--- src/pkg/led_cfg_pkg.sv ---
// Shared constants for the global identity, switching-enable and configuration registers.
// Assumes a 16-bit register word and an 8-bit register index from the serial front end.
package led_cfg_pkg;

	localparam int REG_ADDR_W = 8;
	localparam int REG_DATA_W = 16;
	localparam int NUM_SWITCHES = 6;
	localparam int DUTY_W = 12;
	localparam int CODE_W = 3;
	localparam int DIV_CNT_W = 17;

	localparam logic [7:0] ADDR_IDENTITY = 8'h00;
	localparam logic [7:0] ADDR_SW_ENABLE = 8'h01;
	localparam logic [7:0] ADDR_GEN_CFG = 8'h02;

	// Identity word layout.
	localparam logic [4:0] CHECK_PATTERN = 5'h11;
	localparam int CHECK_LSB = 0;
	localparam int REV_LSB = 8;
	// Revision code value is arbitrary.
	localparam logic [4:0] REVISION_CODE_DEFAULT = 5'h01;

	// Switching-enable register layout.
	localparam int ENABLE_BIT = 0;
	localparam logic ENABLE_RESET = 1'b0;

	// General configuration layout.
	localparam int UPPER_LSB = 10;
	localparam int LOWER_LSB = 7;
	localparam int SLEW_LSB = 4;
	localparam int DIV_LSB = 2;
	localparam int CLKSEL_LSB = 0;
	localparam int GEN_CFG_W = 13;
	localparam logic [12:0] GEN_CFG_RESET = 13'h0000;

	localparam logic [2:0] SLEW_RESET = 3'h0;
	localparam logic [11:0] PWM_CNT_MAX = 12'hFFF;
	localparam logic [11:0] PWM_CNT_ZERO = 12'h000;

	// Smallest dimming divide ratio; each step of the divider code doubles it.
	localparam int unsigned DIV_BASE_DEFAULT = 8192;

	typedef enum logic [1:0]
	{
		CLK_INT_PIN_OFF,
		CLK_INT_PIN_OUT,
		CLK_EXT_LOW,
		CLK_EXT_HIGH
	} clk_sel_t;

endpackage : led_cfg_pkg

--- src/pkg/dim_clk_if.sv ---
// Carrier between the register bank and the dimming clock generator.
// Assumes both ends run on the same core clock.
`timescale 1ns/1ns
`default_nettype none
interface dim_clk_if;
	logic [1:0] div_code;
	led_cfg_pkg::clk_sel_t clk_sel;
	logic pwm_tick;

	modport gen (input div_code, input clk_sel, output pwm_tick);
	modport ctl (output div_code, output clk_sel, input pwm_tick);
endinterface : dim_clk_if
`default_nettype wire

--- src/design/led_matrix_global_config_regs.sv ---
// Global identity, switching-enable and general configuration registers of the switch matrix.
// Assumes a serial front end on core_clk that issues single-cycle read and write strobes.
// Assumes duty values arrive on core_clk; only the CLK pin and reset are synchronised here.
`timescale 1ns/1ns
`default_nettype none
module led_matrix_global_config_regs #(
	parameter int unsigned DIV_BASE = led_cfg_pkg::DIV_BASE_DEFAULT,
	parameter logic [4:0] REVISION_CODE = led_cfg_pkg::REVISION_CODE_DEFAULT
)
(
	input wire logic core_clk,
	input wire logic rst_n,
	input wire logic reg_wr_en,
	input wire logic reg_rd_en,
	input wire logic [7:0] reg_addr,
	input wire logic [15:0] reg_wdata,
	output logic [15:0] reg_rdata,
	output logic reg_rd_valid,
	input wire logic [71:0] duty_all,
	output logic [5:0] switch_closed,
	output logic switching_active,
	output logic [2:0] short_thresh_upper,
	output logic [2:0] short_thresh_lower,
	output logic [2:0] slew_code,
	output logic [1:0] div_code,
	output logic [1:0] clk_sel,
	input wire logic clk_pin_in,
	output logic clk_pin_out,
	output logic clk_pin_oe_n
);

	logic rst_meta_q;
	logic rst_sync_q;
	logic rst_int_n;

	logic enable_q;
	logic enable_d;
	logic [12:0] gen_cfg_q;
	logic [12:0] gen_cfg_d;

	logic [15:0] rdata_q;
	logic [15:0] rdata_d;
	logic rd_valid_q;
	logic rd_valid_d;
	logic [15:0] word_identity;
	logic [15:0] word_enable;
	logic [15:0] word_gen_cfg;

	logic [11:0] pwm_cnt_q;
	logic [11:0] pwm_cnt_d;
	logic [2:0] slew_q;
	logic [2:0] slew_d;
	logic [5:0] closed_q;
	logic [5:0] closed_d;

	logic wr_identity;
	logic wr_enable;
	logic wr_gen_cfg;
	logic period_end;

	dim_clk_if dim_bus ();

	// Reset is asserted at once but released only after two clean core edges.
	always_ff @(posedge core_clk or negedge rst_n)
	begin
		if (!rst_n)
		begin
			rst_meta_q <= 1'b0;
			rst_sync_q <= 1'b0;
		end
		else
		begin
			rst_meta_q <= 1'b1;
			rst_sync_q <= rst_meta_q;
		end
	end

	assign rst_int_n = rst_sync_q;

	// Register writes: the decode is shared, each register keeps its own next-state logic.
	always_comb
	begin
		wr_identity = reg_wr_en && (reg_addr == led_cfg_pkg::ADDR_IDENTITY);
		wr_enable = reg_wr_en && (reg_addr == led_cfg_pkg::ADDR_SW_ENABLE);
		wr_gen_cfg = reg_wr_en && (reg_addr == led_cfg_pkg::ADDR_GEN_CFG);
	end

	// Only the enable bit is stored; the other bits of such a write are dropped.
	always_comb
	begin
		enable_d = enable_q;
		if (wr_enable)
		begin
			enable_d = reg_wdata[led_cfg_pkg::ENABLE_BIT];
		end
		// A write to the identity word changes nothing.
		if (wr_identity)
		begin
			enable_d = enable_q;
		end
	end

	always_ff @(posedge core_clk or negedge rst_int_n)
	begin
		if (!rst_int_n)
		begin
			enable_q <= led_cfg_pkg::ENABLE_RESET;
		end
		else
		begin
			enable_q <= enable_d;
		end
	end

	always_comb
	begin
		gen_cfg_d = gen_cfg_q;
		if (wr_gen_cfg)
		begin
			gen_cfg_d = reg_wdata[led_cfg_pkg::GEN_CFG_W-1:0];
		end
	end

	always_ff @(posedge core_clk or negedge rst_int_n)
	begin
		if (!rst_int_n)
		begin
			gen_cfg_q <= led_cfg_pkg::GEN_CFG_RESET;
		end
		else
		begin
			gen_cfg_q <= gen_cfg_d;
		end
	end

	// Each readable word is built in full so that reserved positions are zero by construction.
	always_comb
	begin
		word_identity = '0;
		word_identity[led_cfg_pkg::CHECK_LSB +: 5] = led_cfg_pkg::CHECK_PATTERN;
		word_identity[led_cfg_pkg::REV_LSB +: 5] = REVISION_CODE;
		word_enable = '0;
		word_enable[led_cfg_pkg::ENABLE_BIT] = enable_q;
		word_gen_cfg = '0;
		word_gen_cfg[led_cfg_pkg::GEN_CFG_W-1:0] = gen_cfg_q;
	end

	// Register reads answer one cycle after the strobe.
	always_comb
	begin
		rd_valid_d = reg_rd_en;
		rdata_d = rdata_q;
		if (reg_rd_en)
		begin
			rdata_d = '0;
			case (reg_addr)
				led_cfg_pkg::ADDR_IDENTITY:
				begin
					rdata_d = word_identity;
				end
				led_cfg_pkg::ADDR_SW_ENABLE:
				begin
					rdata_d = word_enable;
				end
				led_cfg_pkg::ADDR_GEN_CFG:
				begin
					rdata_d = word_gen_cfg;
				end
				default:
				begin
					rdata_d = '0;
				end
			endcase
		end
	end

	// Read data holds its last value between reads; only the valid pulse marks a new one.
	always_ff @(posedge core_clk or negedge rst_int_n)
	begin
		if (!rst_int_n)
		begin
			rdata_q <= '0;
			rd_valid_q <= 1'b0;
		end
		else
		begin
			rdata_q <= rdata_d;
			rd_valid_q <= rd_valid_d;
		end
	end

	// Dimming clock source, pin direction and divider.
	assign dim_bus.div_code = gen_cfg_q[led_cfg_pkg::DIV_LSB +: 2];
	assign dim_bus.clk_sel = led_cfg_pkg::clk_sel_t'(gen_cfg_q[led_cfg_pkg::CLKSEL_LSB +: 2]);

	dim_clock_gen #(
		.DIV_BASE(DIV_BASE)
	) u_dim_clock_gen (
		.core_clk(core_clk),
		.rst_int_n(rst_int_n),
		.cfg(dim_bus),
		.clk_pin_in(clk_pin_in),
		.clk_pin_out(clk_pin_out),
		.clk_pin_oe_n(clk_pin_oe_n)
	);

	// Dimming counter and the slew code that is applied to the gate drivers.
	always_comb
	begin
		period_end = dim_bus.pwm_tick && (pwm_cnt_q == led_cfg_pkg::PWM_CNT_MAX);
		pwm_cnt_d = pwm_cnt_q;
		slew_d = slew_q;
		if (!enable_q)
		begin
			pwm_cnt_d = led_cfg_pkg::PWM_CNT_ZERO;
		end
		else if (dim_bus.pwm_tick)
		begin
			// The counter wraps from its top value to zero, so every period has one length.
			pwm_cnt_d = pwm_cnt_q + 12'h001;
		end
		// A new slew code only takes effect at a period boundary so that a running
		// edge is never reshaped halfway; while idle it follows the register at once.
		if (!enable_q || period_end)
		begin
			slew_d = gen_cfg_d[led_cfg_pkg::SLEW_LSB +: 3];
		end
	end

	always_ff @(posedge core_clk or negedge rst_int_n)
	begin
		if (!rst_int_n)
		begin
			pwm_cnt_q <= led_cfg_pkg::PWM_CNT_ZERO;
			slew_q <= led_cfg_pkg::SLEW_RESET;
		end
		else
		begin
			pwm_cnt_q <= pwm_cnt_d;
			slew_q <= slew_d;
		end
	end

	// Each switch opens, lighting its LED, while the counter is below that switch's duty.
	genvar sw;
	generate
		for (sw = 0; sw < led_cfg_pkg::NUM_SWITCHES; sw++)
		begin : g_switch
			always_comb
			begin
				if (!enable_q)
				begin
					closed_d[sw] = 1'b1;
				end
				else
				begin
					closed_d[sw] = pwm_cnt_q >= duty_all[sw*led_cfg_pkg::DUTY_W +: 12];
				end
			end
		end
	endgenerate

	// Reset leaves every switch closed so that no LED flashes while the bank wakes up.
	always_ff @(posedge core_clk or negedge rst_int_n)
	begin
		if (!rst_int_n)
		begin
			closed_q <= '1;
		end
		else
		begin
			closed_q <= closed_d;
		end
	end

	// Configuration fields seen by the analogue side come straight from the register, except the slew code, which comes from slew_q.
	assign short_thresh_upper = gen_cfg_q[led_cfg_pkg::UPPER_LSB +: 3];
	assign short_thresh_lower = gen_cfg_q[led_cfg_pkg::LOWER_LSB +: 3];
	assign div_code = gen_cfg_q[led_cfg_pkg::DIV_LSB +: 2];
	assign clk_sel = gen_cfg_q[led_cfg_pkg::CLKSEL_LSB +: 2];
	assign slew_code = slew_q;
	assign switching_active = enable_q;
	assign switch_closed = closed_q;
	assign reg_rdata = rdata_q;
	assign reg_rd_valid = rd_valid_q;

endmodule : led_matrix_global_config_regs
`default_nettype wire

--- src/design/dim_clock_gen.sv ---
// Dimming clock generator: source select, CLK pin handling and the dimming divider.
// Assumes the reset input is already synchronised to core_clk.
`timescale 1ns/1ns
`default_nettype none
module dim_clock_gen #(
	parameter int unsigned DIV_BASE = led_cfg_pkg::DIV_BASE_DEFAULT
)
(
	input wire logic core_clk,
	input wire logic rst_int_n,
	dim_clk_if.gen cfg,
	input wire logic clk_pin_in,
	output logic clk_pin_out,
	output logic clk_pin_oe_n
);

	logic pin_meta_q, pin_sync_q, pin_last_q;
	logic pin_out_q, pin_out_d, pin_oe_n_q, pin_oe_n_d;
	logic [16:0] div_cnt_q, div_cnt_d, ratio;
	logic tick_q, tick_d, osc_en;

	// The external clock is only sampled, so it must stay well below half the core rate.
	always_ff @(posedge core_clk or negedge rst_int_n)
	begin
		if (!rst_int_n)
		begin
			pin_meta_q <= 1'b0;
			pin_sync_q <= 1'b0;
			pin_last_q <= 1'b0;
		end
		else
		begin
			pin_meta_q <= clk_pin_in;
			pin_sync_q <= pin_meta_q;
			pin_last_q <= pin_sync_q;
		end
	end

	always_comb
	begin
		ratio = 17'(DIV_BASE << cfg.div_code);
		osc_en = 1'b1;
		pin_out_d = 1'b0;
		pin_oe_n_d = 1'b1;
		case (cfg.clk_sel)
			led_cfg_pkg::CLK_INT_PIN_OFF: osc_en = 1'b1;
			led_cfg_pkg::CLK_INT_PIN_OUT:
			begin
				pin_out_d = ~pin_out_q;
				pin_oe_n_d = 1'b0;
			end
			led_cfg_pkg::CLK_EXT_LOW,
			led_cfg_pkg::CLK_EXT_HIGH: osc_en = pin_sync_q & ~pin_last_q;
			default: osc_en = 1'b1;
		endcase
		div_cnt_d = div_cnt_q;
		tick_d = 1'b0;
		if (osc_en)
		begin
			if (div_cnt_q >= ratio - 17'h00001)
			begin
				div_cnt_d = '0;
				tick_d = 1'b1;
			end
			else
			begin
				div_cnt_d = div_cnt_q + 17'h00001;
			end
		end
	end

	always_ff @(posedge core_clk or negedge rst_int_n)
	begin
		if (!rst_int_n)
		begin
			div_cnt_q <= '0;
			tick_q <= 1'b0;
			pin_out_q <= 1'b0;
			pin_oe_n_q <= 1'b1;
		end
		else
		begin
			div_cnt_q <= div_cnt_d;
			tick_q <= tick_d;
			pin_out_q <= pin_out_d;
			pin_oe_n_q <= pin_oe_n_d;
		end
	end

	assign cfg.pwm_tick = tick_q;
	assign clk_pin_out = pin_out_q;
	assign clk_pin_oe_n = pin_oe_n_q;

endmodule : dim_clock_gen
`default_nettype wire

--- config.mk ---
export PLATFORM = sky130hd
export DESIGN_NAME = led_matrix_global_config_regs
export DESIGN_NICKNAME = d
export VERILOG_FILES = /design/src/pkg/led_cfg_pkg.sv /design/src/pkg/dim_clk_if.sv /design/src/design/led_matrix_global_config_regs.sv /design/src/design/dim_clock_gen.sv
export SDC_FILE = /design/constraint.sdc
export NUM_CORES = 1
export LEC_CHECK = 0
export BUFFER_PORTS_ARGS = -buffer_cell sky130_fd_sc_hd__buf_4
export CORE_UTILIZATION = 35
export DETAILED_ROUTE_END_ITERATION = 12
export PLACE_DENSITY = 0.64
export SLEW_MARGIN = 20
export SYNTH_ARGS = -nofsm -noshare
export SYNTH_HDL_FRONTEND = slang
export SYNTH_SLANG_ARGS = --single-unit
--- constraint.sdc ---
create_clock -name core_clk -period 4.75 [get_ports core_clk]
set_clock_uncertainty 0.05 [all_clocks]
set_input_delay 0.95 -clock core_clk [delete_from_list [all_inputs] [get_ports core_clk]]
set_output_delay 0.95 -clock core_clk [all_outputs]
set_load 0.05 [all_outputs]
==> results of run 1 <==
[report_power, final]
part	switching, uW	internal (uW)	total (uW)
clock network	267	369	636
registers	50.1	681	731
logic	171	137	308
[Yosys cell counts (2+ instances only)]
| cell | instances |
|---|---|
| inv_1 | 104 |
| ha_1 | 78 |
| dfrtp_1 | 67 |
| nand2_1 | 35 |
| o21ai_0 | 31 |
| nor2_1 | 25 |
| nand4_1 | 22 |
| nand3_1 | 19 |
| a21o_1 | 18 |
| a21oi_1 | 17 |
| buf_4 | 13 |
| mux2_2 | 12 |
| a31oi_1 | 11 |
| nand2b_1 | 9 |
| and3_1 | 8 |
| clkbuf_1 | 8 |
| xor2_1 | 8 |
| dfstp_2 | 7 |
| nor2b_1 | 7 |
| o2111ai_1 | 7 |
| o22ai_1 | 7 |
| a211oi_1 | 6 |
| o31a_1 | 6 |
| nor3_1 | 5 |
| o211ai_1 | 4 |
| buf_2 | 3 |
| mux2_4 | 3 |
| and2_1 | 2 |
| conb_1 | 2 |
| nand4b_1 | 2 |
| o311ai_0 | 2 |
| xnor2_1 | 2 |
[sequential cells by signal, summed over array words and instances, names as in the netlist, 3 cells and up]
register,count
pwm_cnt_q,12
slew_code,3
switch_closed,6
reg_rdata,13
u_dim_clock_gen.div_cnt_q,17
gen_cfg_q,13
[final cells by class]
cell class                      count  area [um^2]
Multi-Input combinational cell    359         2700
Sequential cell                    74         1860
Inverter                          104          390
Timing Repair Buffer              136         1020
Clock buffer                       10          239
Tap cell                          180          225
Fill cell                        1305         7570
Clock inverter                      6         40.0
[cells by family (layout without fill, tap and decap cells)]
family / after synthesis / after routing / synth area share, %
xor+xnor: 10 / 10 / 1.71
buf+inv: 131 / 256 / 11.0
simple gates: 139 / 139 / 14.0
fa+ha+maj: 78 / 78 / 19.1
flops: 74 / 74 / 36.4
compound gates: 111 / 111 / 13.9
mux: 16 / 16 / 3.72
other cells: 2 / 5 / 0.147
[per-layer routing]
layer  share of wire (%)  routed length (um)  vias to the layer above  GRT usage (%)
met1                  44                5390                     2026           21.2
met3                 3.8                 474                        9           2.28
li1                    -                   -                     2156              -
met2                  52                6390                       90           30.6
met4                0.91                 112                        0           5.18
met5                   0                   0                        -              0
[final timing paths]
check	slack, ns	end
max	1.77	slew_code[2]
min	0.26	u_dim_clock_gen.div_cnt_q[0]
max reg2reg	2.10	u_dim_clock_gen.div_cnt_q[10]
min reg2reg	0.26	u_dim_clock_gen.div_cnt_q[0]
max in group asynchronous	3.39	switch_closed[0]
min in group core_clk	0.29	rst_int_n
[per-stage QoR]
stage          util (%)  worst slack [ns]  area [um^2]  hold WS, ns
2_1_floorplan         -              2.04         5120        0.281
3_3_place_gp       44.1              1.46         6200        0.272
3_5_place_dp       44.1              1.43         6200        0.279
4_1_cts            46.1              1.78         6480        0.288
5_1_grt            46.1              1.68         6480        0.307
6_report           46.1              1.77         6480        0.262
==> out/results.tsv, run 1 <==
stage	metric	value	unit
cts	root buf cell	clkbuf_16	
die	die area	15100	um^2
synthesis	Seq/Total Area, Yosys	36.4	%
synthesis	synth unique cells	43	
place	detailed-placement wirelength estimate	9.61	mm
cts	Clock Tree Buf Depth	2	
sta	min Tclk post-route	2.98	ns
cts	CTS resizes	0	
cts	total CTS buffers	9	
critical_path	CP max-delay cell	and3_1	
cts	H-tree depth	3	
cells_and_area	Area Overhead vs Synth	26.7	%
detailed_routing	vias per cell	4.93	
critical_path	CP Buf/Inv Count	1	
place	Placed Cells incl. Taps	853	
power_and_ir_drop	Pwr Density	259	nW/um^2
critical_path	length in cells of the worst reg-to-reg path	7	
critical_path	Crit Path Class	in -> reg	
critical_path	required time worst endpoint	4.91	ns
sta	timing-limited maximum frequency	336	MHz
cts	CTS tree	done	
critical_path	Stages on worst setup path	6	
cts	CTS sink count	74	
grt	largest net degree at the start of global routing	45	
outcome	run status	complete, no violations	
synthesis	most area-hungry cell type in the Yosys netlist	dfrtp_1	
critical_path	crit-path cells	buf_4, or4_4, nor4_4, and3_1, mux2_4, mux2_2	
cells_and_area	nets	863	
critical_path	Worst setup EP type	register	
detailed_routing	final wirelength	12.4	mm
synthesis	synth top area cells	dfrtp_1 (33%), ha_1 (19%), inv_1 (7.6%), dfstp_2 (3.6%), o21ai_0 (3.0%)	
detailed_routing	initial drt markers	189	
place	Final Wtd Congestion	0.802	
synthesis	Mapped Area	5110	um^2
sta	RSZ-0062 raised after global routing	no	
critical_path	critical path's largest stage delay	0.69	ns
die	Die Y	123	um
synthesis	syn avg cell area	9.11	um^2
sta	Setup Viol. Count Final	0	
detailed_routing	DR WL/cell	14.2	um
synthesis	Synth Instances	561	
grt	initial antenna violation count	0	
place	PortBufs	133	
synthesis	EDFF count, synth	0	
sta	Slew Limit Fails	0	
sta	Slew @ Worst Pin	0.739	ns
cts	Reg clk slew, reported paths	0.06	ns
die	I/O pin cnt	140	
grt	vias in the first global route	4336	
grt	first-pass GRT wire length	20.3	mm
min_path	Tightest Hold Check Type	reg -> async	
sta	final hold vios	0	
cells_and_area	share of cells above drive strength 1	25.8	%
sta	Max-Slew Margin vs Limit	50.7	%
sta	TNS Setup	0	ns
die	Core Region	14000	um^2
cells_and_area	most frequent cells in the layout	buf_4 (136), inv_1 (104), ha_1 (78), dfrtp_1 (66), nand2_1 (35)	
synthesis	yosys warns	0	
synthesis	#FFs+latches synth	74	
critical_path	CP top delay family	simple AND/OR/NAND/NOR gates	
critical_path	crit path from	reg_addr[7]	
synthesis	ys async rst share	100	%
die	# rows	43	
critical_path	Worst Path Arrival	3.14	ns
grt	total track usage	17.1	%
cells_and_area	non-filler cells, final	869	
power_and_ir_drop	total power	1670	uW
power_and_ir_drop	Peak VDD IR	0.000191	V
critical_path	worst flop-to-flop path startpoint	gen_cfg_q[3]	
cts	Post-CTS Setup Repair Bufs	0	
run	Max-cap violations	0	
detailed_routing	drt drc	0	
detailed_routing	drt pass-1 iters	4	
cts	clk_lat worst skew	0.33	ns
critical_path	worst-path maximum fanout	15	
grt	Overflow after GRT	0	
power_and_ir_drop	leakage	0.00348	uW
detailed_routing	Detail Route Antenna Nets	0	
die	Initial Utilization	36.4	%
synthesis	Main synth FF type	dfrtp_1	
detailed_routing	total number of vias	4281	
sta	period utilization	62.6	%
cells_and_area	ANT cells	0	
die	Die Width	123	um
synthesis	Synth top area share	32.8	%
cells_and_area	most common cell after layout, fill and taps aside	buf_4	
cts	hold-fix buffers at CTS	0	
critical_path	critical path launch point type	input port	
(Power assumes the default switching activity.)
==> run 2, diff against run 1 <==
==> constraint.sdc (replaced) <==
create_clock -name core_clk -period 3 [get_ports core_clk]
set_clock_uncertainty 0.05 [all_clocks]
set_input_delay 0.6 -clock core_clk [delete_from_list [all_inputs] [get_ports core_clk]]
set_output_delay 0.6 -clock core_clk [all_outputs]
set_load 0.05 [all_outputs]
==> run 2 against run 1 <==
  * Worst setup slack lost 1.0 ns
  * Count of clock-buffer cells in the layout stayed put
  * Via count grew 0.54%
  * Clock power increased by 71%
  * Critical path depth up 2
  * Combinational power is 60% higher
  * Register-to-register slack got worse by 1.4 ns
  * Final cell count is 0.46% higher
  * Die area is the same
  * Highest routed layer unchanged
==> out/results.tsv, run 2 (synthesis gave the netlist of run 1 again) <==
stage	metric	value	unit
detailed_routing	initial drt markers	185	
cells_and_area	ANT cells	0	
min_path	Tightest Hold Check Type	reg -> reg	
critical_path	Worst Path Arrival	2.43	ns
power_and_ir_drop	leakage	0.00352	uW
critical_path	crit path from	gen_cfg_q[3]	
grt	vias in the first global route	4258	
place	Final Wtd Congestion	0.834	
cts	total CTS buffers	9	
detailed_routing	total number of vias	4304	
cts	CTS resizes	0	
cts	CTS sink count	74	
sta	Slew @ Worst Pin	0.807	ns
die	# rows	43	
cells_and_area	nets	867	
critical_path	Crit Path Class	reg -> reg	
grt	largest net degree at the start of global routing	40	
cts	Post-CTS Setup Repair Bufs	0	
grt	Overflow after GRT	0	
critical_path	worst-path maximum fanout	14	
run	Max-cap violations	0	
die	Core Region	14000	um^2
power_and_ir_drop	P_int	1970	uW
power_and_ir_drop	NetSw	777	uW
power_and_ir_drop	Sw Ratio	28.3	%
cells_and_area	share of cells above drive strength 1	26.1	%
power_and_ir_drop	Peak VDD IR	0.000279	V
critical_path	r2r endpoint	u_dim_clock_gen.div_cnt_q[2]	
cts	CTS tree	done	
critical_path	Worst setup EP type	register	
critical_path	Setup crit end	u_dim_clock_gen.div_cnt_q[2]	
detailed_routing	drt drc	0	
power_and_ir_drop	Sequential Power Share	42.3	%
detailed_routing	vias per cell	4.93	
die	Initial Utilization	36.4	%
die	I/O pin cnt	140	
place	detailed-placement wirelength estimate	9.46	mm
sta	RSZ-0062 raised after global routing	no	
cells_and_area	Fill cells	1327	
detailed_routing	drt pass-1 iters	4	
sta	period utilization	75.7	%
critical_path	length in cells of the worst reg-to-reg path	8	
critical_path	worst flop-to-flop path startpoint	gen_cfg_q[3]	
cells_and_area	Biggest register	u_dim_clock_gen.div_cnt_q	
place	PortBufs	133	
power_and_ir_drop	combinational power share	18.0	%
detailed_routing	DR WL/cell	14.1	um
power_and_ir_drop	Clock power frac	39.7	%
sta	final hold vios	0	
critical_path	required time worst endpoint	3.15	ns
sta	min Tclk post-route	2.27	ns
sta	Setup Viol. Count Final	0	
outcome	run status	complete, no violations	
grt	first-pass GRT wire length	19.9	mm
cts	H-tree depth	3	
power_and_ir_drop	Pwr Density	419	nW/um^2
cts	root buf cell	clkbuf_16	
sta	Slew Limit Fails	0	
die	Die Y	123	um
critical_path	Reg2Reg Setup Slack	0.73	ns
cts	Reg clk slew, reported paths	0.06	ns
cells_and_area	most frequent cells in the layout	buf_4 (138), inv_1 (104), ha_1 (78), dfrtp_1 (66), nand2_1 (35)	
cells_and_area	max FFs per register	17	
power_and_ir_drop	total power	2740	uW
die	Die Width	123	um
detailed_routing	final wirelength	12.3	mm
cts	clk_lat worst skew	0.33	ns
cts	Clock Tree Buf Depth	2	
cells_and_area	most common cell after layout, fill and taps aside	buf_4	
grt	total track usage	16.9	%
sta	TNS Setup	0	ns
grt	initial antenna violation count	0	
cells_and_area	Area Overhead vs Synth	28.1	%
detailed_routing	Detail Route Antenna Nets	0	
die	die area	15100	um^2
sta	timing-limited maximum frequency	440	MHz
critical_path	critical path launch point type	register	
sta	Max-Slew Margin vs Limit	46.2	%
run 2: cell count changes in the layout (fill, tap and decap cells not counted):
cell,delta
clkinv_2,-1
inv_6,-1
bufinv_16,+1
buf_4,+2
clkinv_4,+1
dlygate4sd3_1,+1
buf_12,+1
run 2: worst min-delay path by stage:
stage | from | endpoint | slack, ns | cells past startpoint
2_1_floorplan | rst_n | rst_int_n | 0.25 | 0
3_3_place_gp | rst_meta_q | rst_int_n | 0.29 | 0
3_5_place_dp | rst_meta_q | rst_int_n | 0.29 | 0
4_1_cts | rst_meta_q | rst_int_n | 0.30 | 0
5_1_grt | clk_pin_in | u_dim_clock_gen.pin_meta_q | 0.31 | 1
6_report | rst_meta_q | rst_int_n | 0.30 | 0
run 2: metrics by stage:
step | area [um^2] | instances | hold WS [ns] | utilization [%] | setup WS (ns)
after floorplan | 5120 | 564 | 0.254 | - | 0.638
after global placement | 6230 | 856 | 0.290 | 44.4 | 0.430
after detailed placement | 6230 | 856 | 0.286 | 44.4 | 0.398
after CTS | 6550 | 873 | 0.299 | 46.6 | 0.750
after global routing | 6550 | 873 | 0.310 | 46.6 | 0.565
final | 6550 | 873 | 0.296 | 46.6 | 0.728
run 2: metal layers:
metal | part of all wire [%] | GRT usage [%] | vias up
li1 | - | - | 2174
met1 | 43 | 21.6 | 2006
met4 | 0.89 | 5.26 | 0
met5 | 0 | 0 | -
met3 | 5.7 | 2.79 | 9
met2 | 50 | 28.8 | 115
run 2: repair_timing:
| item | 4_1_cts | 5_1_grt |
|---|---|---|
| endpoints found under the setup margin | 0 | 0 |
| hold buffers | 1 | 0 |
| endpoints found under the hold margin | 2 | 0 |
run 2: layout make-up:
type | instances | area (um^2) | share of cell area (%)
Timing Repair Buffer | 140 | 1070 | 16.3
Tap cell | 180 | 225 | 3.44
Sequential cell | 74 | 1860 | 28.4
Multi-Input combinational cell | 359 | 2700 | 41.2
Clock inverter | 6 | 65.1 | 0.994
Clock buffer | 10 | 239 | 3.65
Inverter | 104 | 390 | 5.96
run 2: power groups by stage:
stage	Clock [uW]	Sequential [uW]	Combinational [uW]
floorplan	0	1210	249
CTS	1130	1160	498
detailed placement	0	1180	494
finish	1090	1160	494
global route	1170	1170	553
global placement	0	1170	475
run 2: worst max-delay path, stage by stage (launching register included):
cell and delay, ns:
dfrtp_1 0.42, inv_1 0.08, ha_1 0.29, a21oi_1 0.14, o21a_1 0.47, nor2b_1 0.26, buf_4 0.20, nand4_1 0.11
o311ai_0 0.11
